File: src/rtl/scs_defines.vh
// constants for the start-up configuration and status block
`ifndef SCS_DEFINES_VH
`define SCS_DEFINES_VH
`define SCS_UNIT_MAX 4'hF
`define SCS_ADDR_OFFSET 8'h10
`define SCS_LOG_BATTERY 16'h0330
`define SCS_LOG_DATABASE 16'h0331
`define SCS_RELAY_BAT_BIT 5
`define SCS_CLK_KHZ 20000
`define SCS_BLINK_HALF_MS 500
`define SCS_BLINK_HALF_CYC (`SCS_BLINK_HALF_MS * `SCS_CLK_KHZ)
`define SCS_SETTLE_CYC 4
`define SCS_ST_INIT 3'h0
`define SCS_ST_COPY 3'h1
`define SCS_ST_STOP 3'h2
`define SCS_ST_PUBL 3'h3
`define SCS_ST_RUN 3'h4
`define SCS_ST_HALT 3'h5
`endif

File: src/rtl/scs_startup_config_status.v
// start-up configuration, backup restore and status indicators
// Contract
// - the module number 0..F is read from the rotary selector pins.
// - on start of running the address number+10h goes to unit_address_item.
// - the same address is written to the first word of each loop area.
// - the auxiliary serial port is enabled only when its block exists.
// - the run lamp is lit only while running, dark in every other state.
// - the fault lamp is lit on module error and blinks on battery error.
// - with pin 2 off a low battery sets relay bit 05 and the fault item.
// - battery error logs code 0330 and database error logs code 0331.
// - with pin 2 on flash is copied to RAM, then bit 5 and item are set.
// - with pin 2 on no battery code 0330 enters the error log.
// - with pin 2 on a low battery never makes the fault lamp blink.
// - switches are sampled only after reset; later changes are ignored.
// - after a restore the copy ends before running and only cold starts.
// - after a stop by the tool both hot and cold starts are accepted.
// - block data and error log are held in the backed-up RAM arrays.
`timescale 1ns/1ps
`include "scs_defines.vh"
module scs_startup_config_status #(
  parameter RAM_AW = 6,
  parameter LOG_AW = 4,
  parameter NUM_LOOPS = 4,
  parameter [15:0] AREA_BASE = 16'h0000,
  parameter [15:0] AREA_STRIDE = 16'h0100,
  parameter BLINK_HALF_CYC = `SCS_BLINK_HALF_CYC
) (
  // clock and reset
  input wire ref_clk,
  input wire sys_rst,
  // front panel and battery pins
  input wire [3:0] unit_sel,
  input wire restore_sw,
  input wire battery_low,
  // host and tool controls
  input wire start_req,
  input wire start_cold,
  input wire stop_req,
  input wire term_block_present,
  input wire db_error,
  input wire hw_fault,
  input wire wdt_error,
  input wire supply_ok,
  input wire host_error,
  // flash read port
  output reg [RAM_AW-1:0] flash_addr,
  input wire [15:0] flash_rdata,
  // block data access
  input wire ram_we,
  input wire [RAM_AW-1:0] ram_addr,
  input wire [15:0] ram_wdata,
  output reg [15:0] ram_rdata,
  // error log access
  input wire [LOG_AW-1:0] log_raddr,
  output reg [15:0] log_rdata,
  output reg [LOG_AW:0] log_count,
  // shared node data memory write port
  output reg node_we,
  output reg [15:0] node_addr,
  output reg [15:0] node_wdata,
  // status
  output reg [7:0] unit_address_item,
  output reg battery_fault_item,
  output reg relay_word_bit5,
  output reg aux_port_en,
  output reg cold_only,
  output reg start_refused,
  output reg running,
  output reg run_lamp,
  output reg module_fault_lamp,
  output reg host_fault_lamp
);
  reg [15:0] fb_ram [0:(1<<RAM_AW)-1];
  reg [15:0] err_log [0:(1<<LOG_AW)-1];
  reg [3:0] sel_s1, sel_s2, sel_s3;
  reg [2:0] sw_s, bat_s;
  reg [3:0] unit_num;
  reg restore_on;
  reg bat_stable;
  reg [2:0] state;
  reg [2:0] settle;
  reg [RAM_AW:0] copy_cnt;
  reg [7:0] loop_cnt;
  reg [31:0] blink_cnt;
  reg blink;
  reg bat_err;
  reg bat_logged;
  reg db_pend;
  reg db_flag;
  reg fault_run;
  wire sel_agree;
  wire [7:0] unit_addr;
  wire [15:0] area_addr;
  wire log_bat;
  wire log_db;
  wire log_full;

  // pin synchronisers, change counted when second and third agree
  always @(posedge ref_clk or posedge sys_rst) begin
    if (sys_rst) begin
      sel_s1 <= 4'h0;
      sel_s2 <= 4'h0;
      sel_s3 <= 4'h0;
      sw_s <= 3'h0;
      bat_s <= 3'h0;
      bat_stable <= 1'b0;
    end else begin
      sel_s1 <= unit_sel;
      sel_s2 <= sel_s1;
      sel_s3 <= sel_s2;
      sw_s <= {sw_s[1:0], restore_sw};
      bat_s <= {bat_s[1:0], battery_low};
      if (bat_s[1] == bat_s[2]) begin
        bat_stable <= bat_s[2];
      end
    end
  end

  assign sel_agree = (sel_s2 == sel_s3) && (sw_s[1] == sw_s[2]);
  assign unit_addr = {4'h0, unit_num} + `SCS_ADDR_OFFSET;
  assign area_addr = AREA_BASE + (loop_cnt * AREA_STRIDE);
  assign log_full = log_count[LOG_AW];
  // battery log only with pin 2 off, once per detection
  assign log_bat = bat_err && !bat_logged && !restore_on;
  assign log_db = db_pend && !log_bat;

  // start-up sequencer
  always @(posedge ref_clk or posedge sys_rst) begin
    if (sys_rst) begin
      state <= `SCS_ST_INIT;
      settle <= 3'h0;
      unit_num <= 4'h0;
      restore_on <= 1'b0;
      copy_cnt <= {(RAM_AW+1){1'b0}};
      flash_addr <= {RAM_AW{1'b0}};
      loop_cnt <= 8'h00;
      cold_only <= 1'b0;
      start_refused <= 1'b0;
      running <= 1'b0;
      unit_address_item <= 8'h00;
      node_we <= 1'b0;
      node_addr <= 16'h0000;
      node_wdata <= 16'h0000;
    end else begin
      start_refused <= 1'b0;
      node_we <= 1'b0;
      case (state)
        `SCS_ST_INIT: begin
          if (!sel_agree) begin
            settle <= 3'h0;
          end else if (settle == `SCS_SETTLE_CYC) begin
            unit_num <= sel_s3;
            restore_on <= sw_s[2];
            copy_cnt <= {(RAM_AW+1){1'b0}};
            flash_addr <= {RAM_AW{1'b0}};
            if (sw_s[2]) begin
              cold_only <= 1'b1;
              state <= `SCS_ST_COPY;
            end else begin
              state <= `SCS_ST_STOP;
            end
          end else begin
            settle <= settle + 3'h1;
          end
        end
        `SCS_ST_COPY: begin
          // flash data arrives one cycle after its address
          copy_cnt <= copy_cnt + 1'b1;
          flash_addr <= flash_addr + 1'b1;
          if (copy_cnt == (1 << RAM_AW)) begin
            state <= `SCS_ST_STOP;
          end
        end
        `SCS_ST_STOP: begin
          running <= 1'b0;
          if (start_req && supply_ok && !hw_fault && !wdt_error) begin
            if (cold_only && !start_cold) begin
              start_refused <= 1'b1;
            end else begin
              unit_address_item <= unit_addr;
              loop_cnt <= 8'h00;
              state <= `SCS_ST_PUBL;
            end
          end
        end
        `SCS_ST_PUBL: begin
          node_we <= 1'b1;
          node_addr <= area_addr;
          node_wdata <= {8'h00, unit_address_item};
          loop_cnt <= loop_cnt + 8'h01;
          if (loop_cnt == NUM_LOOPS - 1) begin
            running <= 1'b1;
            state <= `SCS_ST_RUN;
          end
        end
        `SCS_ST_RUN: begin
          if (hw_fault || wdt_error || !supply_ok) begin
            running <= 1'b0;
            state <= `SCS_ST_HALT;
          end else if (stop_req) begin
            running <= 1'b0;
            cold_only <= 1'b0;
            state <= `SCS_ST_STOP;
          end
        end
        `SCS_ST_HALT: begin
          running <= 1'b0;
        end
        default: begin
          state <= `SCS_ST_INIT;
        end
      endcase
    end
  end

  // backed-up block data and error log arrays
  always @(posedge ref_clk) begin
    if (state == `SCS_ST_COPY && copy_cnt != 0) begin
      fb_ram[copy_cnt[RAM_AW-1:0] - 1'b1] <= flash_rdata;
    end else if (ram_we) begin
      fb_ram[ram_addr] <= ram_wdata;
    end
    if (!log_full && log_bat) begin
      err_log[log_count[LOG_AW-1:0]] <= `SCS_LOG_BATTERY;
    end else if (!log_full && log_db) begin
      err_log[log_count[LOG_AW-1:0]] <= `SCS_LOG_DATABASE;
    end
  end

  always @(posedge ref_clk or posedge sys_rst) begin
    if (sys_rst) begin
      ram_rdata <= 16'h0000;
      log_rdata <= 16'h0000;
    end else begin
      ram_rdata <= fb_ram[ram_addr];
      log_rdata <= err_log[log_raddr];
    end
  end

  // error detection and logging
  always @(posedge ref_clk or posedge sys_rst) begin
    if (sys_rst) begin
      bat_err <= 1'b0;
      bat_logged <= 1'b0;
      db_pend <= 1'b0;
      db_flag <= 1'b0;
      log_count <= {(LOG_AW+1){1'b0}};
      battery_fault_item <= 1'b0;
      relay_word_bit5 <= 1'b0;
    end else begin
      if (state != `SCS_ST_INIT && state != `SCS_ST_COPY) begin
        if (restore_on) begin
          battery_fault_item <= 1'b1;
          relay_word_bit5 <= 1'b1;
        end else if (bat_stable) begin
          bat_err <= 1'b1;
          battery_fault_item <= 1'b1;
          relay_word_bit5 <= 1'b1;
        end
      end
      if (db_error) begin
        db_flag <= 1'b1;
      end
      if (db_error) begin
        db_pend <= 1'b1;
      end else if (log_db) begin
        db_pend <= 1'b0;
      end
      if (log_bat) begin
        bat_logged <= 1'b1;
      end
      if (!log_full && (log_bat || log_db)) begin
        log_count <= log_count + 1'b1;
      end
    end
  end

  // blink enable divider and lamps
  always @(posedge ref_clk or posedge sys_rst) begin
    if (sys_rst) begin
      blink_cnt <= 32'h00000000;
      blink <= 1'b0;
      fault_run <= 1'b0;
      run_lamp <= 1'b0;
      module_fault_lamp <= 1'b0;
      host_fault_lamp <= 1'b0;
      aux_port_en <= 1'b0;
    end else begin
      if (blink_cnt == BLINK_HALF_CYC - 1) begin
        blink_cnt <= 32'h00000000;
        blink <= ~blink;
      end else begin
        blink_cnt <= blink_cnt + 32'h00000001;
      end
      fault_run <= db_flag || hw_fault || wdt_error;
      run_lamp <= running && (state == `SCS_ST_RUN) && supply_ok;
      if (fault_run) begin
        module_fault_lamp <= 1'b1;
      end else if (bat_err && !restore_on) begin
        module_fault_lamp <= blink;
      end else begin
        module_fault_lamp <= 1'b0;
      end
      host_fault_lamp <= host_error;
      aux_port_en <= term_block_present;
    end
  end
endmodule

File: config.mk
export PLATFORM = sky130hd
export DESIGN_NAME = scs_startup_config_status
export DESIGN_NICKNAME = d
export VERILOG_FILES = /design/src/rtl/scs_startup_config_status.v
export VERILOG_INCLUDE_DIRS = /design/src /design/src/rtl
export SDC_FILE = /design/constraint.sdc
export NUM_CORES = 1
export LEC_CHECK = 0
export BUFFER_PORTS_ARGS = -buffer_cell sky130_fd_sc_hd__buf_2
export CAP_MARGIN = 15
export CORE_MARGIN = 2
export CORE_UTILIZATION = 50
export DETAILED_ROUTE_END_ITERATION = 10
export PLACE_DENSITY = 0.66
export SYNTH_ARGS = -nofsm -noshare
export SYNTH_HDL_FRONTEND = slang
export SYNTH_SLANG_ARGS = --single-unit
export TNS_END_PERCENT = 10
File: constraint.sdc
create_clock -name ref_clk -period 12.3 [get_ports ref_clk]
set_input_delay 1.23 -clock ref_clk [delete_from_list [all_inputs] [get_ports ref_clk]]
set_output_delay 1.23 -clock ref_clk [all_outputs]
set_load 0.005 [all_outputs]
==> impl_metrics.tcl <==
set metrics [dict create \
    status "complete, no violations" \
    wire_per_inst_um 28.2 \
    routed_wirelength_mm 111 \
    cts_made_buffers 116 \
    setup_viol_count_final 0 \
    irDropWorstVdd_mv 0.154 \
    total_power_uw 9570 \
    finalHoldViolations 0 \
    hold_class "reg2reg" \
    synth_area_um2 46400 \
    final_util 0.576 \
    cap_viol_max_count 0 \
    grt_util_met2 0.368 \
    yosys.area.top_type "edfxtp_1" \
    worst-path-stages 10 \
    antenna_cells 0 \
    hold_depth 0 \
    finalSetupTns_ns 0 \
    dp_hpwl_mm 65.5 \
    finalWorstSetupSlack_ns 7.36 \
    p_per_area_nw_per_um2 181 \
    cp_num_buf_inv 3 \
    viasPerCell 6.04 \
    path_clk_slew_ns 0.06 \
    clk_path_buf_depth 3 \
    critPathArrivalTime_ns 5.34 \
    post-cts-setup-buffers 0 \
    ys_seq_area_frac 0.747 \
    place_ws_ns 7.10 \
    rows 111 \
    cts_hold_buf 0 \
    die_w_um 309 \
    leakagePower_uw 0.0179 \
    die_height_um 309 \
    dr.pass1.iters 5 \
    clockRootBuffer "clkbuf_16" \
    fmax_mhz 203 \
    grt_pass1_wl_mm 164 \
    slew_viol_final 0 \
    crit_family "simple AND/OR/NAND/NOR gates" \
    clk_latency_ns 0.72 \
    coreArea_um2 91800 \
    grt_max_degree 106 \
    place.gp.congestion 0.860 \
    start_util 0.506 \
    grt_pass1_vias 24040 \
    overflow 0 \
    final_cell_mix "edfxtp_1, mux4_2, nor2_1, dfrtp_1, nand2_1" \
    nets 2677 \
    ys_ff_latch 1179 \
    antenna_left 0 \
    io_buffers 119 \
    avgSynthCellArea_um2 19.4 \
    worstRegToRegCells 10 \
    synth_top_area_share 0.672 \
    final_common_cell "edfxtp_1" \
    clkSinkCount 1179 \
    cp.required_ns 12.70 \
    top_usage_layer "met2" \
    use_met1 0.345 \
    cp_max_fo 19 \
    synthTopCellsByArea "edfxtp_1, mux4_2, dfrtp_1" \
    num_vias 23866 \
    timing.slew.headroom 0.239 \
    dieArea_um2 95400 \
    crit_chain "inv_1 > ha_1 > nand2b_1 > o31ai_2 > nand2_1 > buf_16 > nor3b_1 > a31oi_1 > nor2_1 > buf_4" \
    syn_inst 2393 \
    fin_worst_skew_ns 0.0613 \
    ios 153 \
    path_class "reg2reg" \
    async_reset_ff_frac 0.118 \
    cts_resized 0 \
    drtIter0Drc 2902 \
    drc 0 \
    grt_setup_unrepaired "false" \
    cp-start-kind "flop" \
    fin_crit_ns 4.94 \
    worstSetupEndpointType "flop" \
    yosysWarnings 0 \
    cpPeakStageDelay_ns 0.91 \
    cts_max_level 3 \
    crit_slowest_cell "o31ai_2" \
    fin_crit_sh 0.401 \
    grtUsageMet3 0.0521 \
    synth_cell_type_count 62 \
    grt_usage 0.238 \
    synth_flop_cell "edfxtp_1" \
    tritoncts "yes" \
    antenna_found_initial 1 \
    synth_edf_count 1040 \
    syn_to_final_growth_pct 13.8 \
    drive_above_1_share 0.275 \
    tightestPinTransition_ns 1.13 \
]
==> path summary, 6_finish.rpt <==
kind | startpoint | end | slack, ns
min | sel_s1[2]$_DFF_PP0_ | sel_s2[2]$_DFF_PP0_ | 0.35
min in group asynchronous | sys_rst | log_rdata[8]$_DFF_PP0_ | 0.60
max in group asynchronous | sys_rst | copy_cnt[6]$_DFFE_PP0P_ | 10.12
min reg2reg | sel_s1[2]$_DFF_PP0_ | sel_s2[2]$_DFF_PP0_ | 0.35
max reg2reg | copy_cnt[0]$_DFFE_PP0P_ | fb_ram[62][13]$_DFFE_PP_ | 7.36
max | copy_cnt[0]$_DFFE_PP0P_ | fb_ram[62][13]$_DFFE_PP_ | 7.36
==> worst register-to-register path, cell delays in order, from the launching register on <==
cell and delay [ns]:
dfrtp_1 0.62, inv_1 0.32, ha_1 0.20, nand2b_1 0.09, o31ai_2 0.91, nand2_1 0.49, buf_16 0.31, nor3b_1 0.29
a31oi_1 0.22, nor2_1 0.84, buf_4 0.35
==> synth_stat cells, drive strengths merged (18+ instances only) <==
cell,number
a21oi,22
nor2,148
o21ai,30
nand3,31
buf,102
edfxtp,1040
mux2,46
nand2b,20
nand2,136
mux2i,49
nor3,23
mux4,266
xor2,28
clkbuf,53
o22ai,18
dfrtp,139
xnor2,32
inv,19
==> flip-flops by register name, summed over array words and instances (netlist names), 4 cells and up <==
signal and flops:
blink_cnt 32, copy_cnt 7, err_log 16, fb_ram 1024, flash_addr 6, log_count 5
loop_cnt 8, node_addr 8, node_wdata 5, ram_rdata 16, sel_s1 4, sel_s2 4
sel_s3 4, unit_address_item 5, unit_num 4
==> per-layer routing <==
| metal | routed length [µm] | up-vias |
|---|---|---|
| li1 | - | 9981 |
| met5 | 0 | - |
| met2 | 52000 | 1184 |
| met1 | 45900 | 12524 |
| met4 | 2980 | 0 |
| met3 | 10500 | 177 |
==> kinds of logic after synthesis <==
family,after synthesis,share of synthesized area
AOI/OAI and AO/OA,169,0.0252
xor gates and xnor gates,60,0.0113
adders and majority gates,13,0.00345
buffers and inverters,174,0.0188
DFF,1179,0.747
muxes,361,0.151
other,2,0.000162
and+or+nand+nor,435,0.0432
==> stage by stage <==
step	std cells	hold WS [ns]	area [µm²]
6_report	3949	0.350	52800
3_5_place_dp	3727	0.341	48700
4_1_cts	3946	0.354	52800
5_1_grt	3949	0.366	52800
2_1_floorplan	2425	0.331	46600
3_3_place_gp	3727	0.335	48700
==> power breakdown <==
part | switching (µW) | total [µW] | leakage (µW) | internal [µW]
logic | 725 | 1060 | 0.00478 | 331
registers | 111 | 4790 | 0.0112 | 4680
clock network | 1520 | 3720 | 0.00199 | 2200
==> layout make-up <==
type,count,area [µm²]
Fill cell,6727,39000
Sequential cell,1179,34700
Multi-Input combinational cell,1072,11000
Clock buffer,147,3150
Tap cell,1243,1560
Timing Repair Buffer,217,1410
Clock inverter,72,912
Inverter,19,76.3
Power figures use the tool's default switching activity.
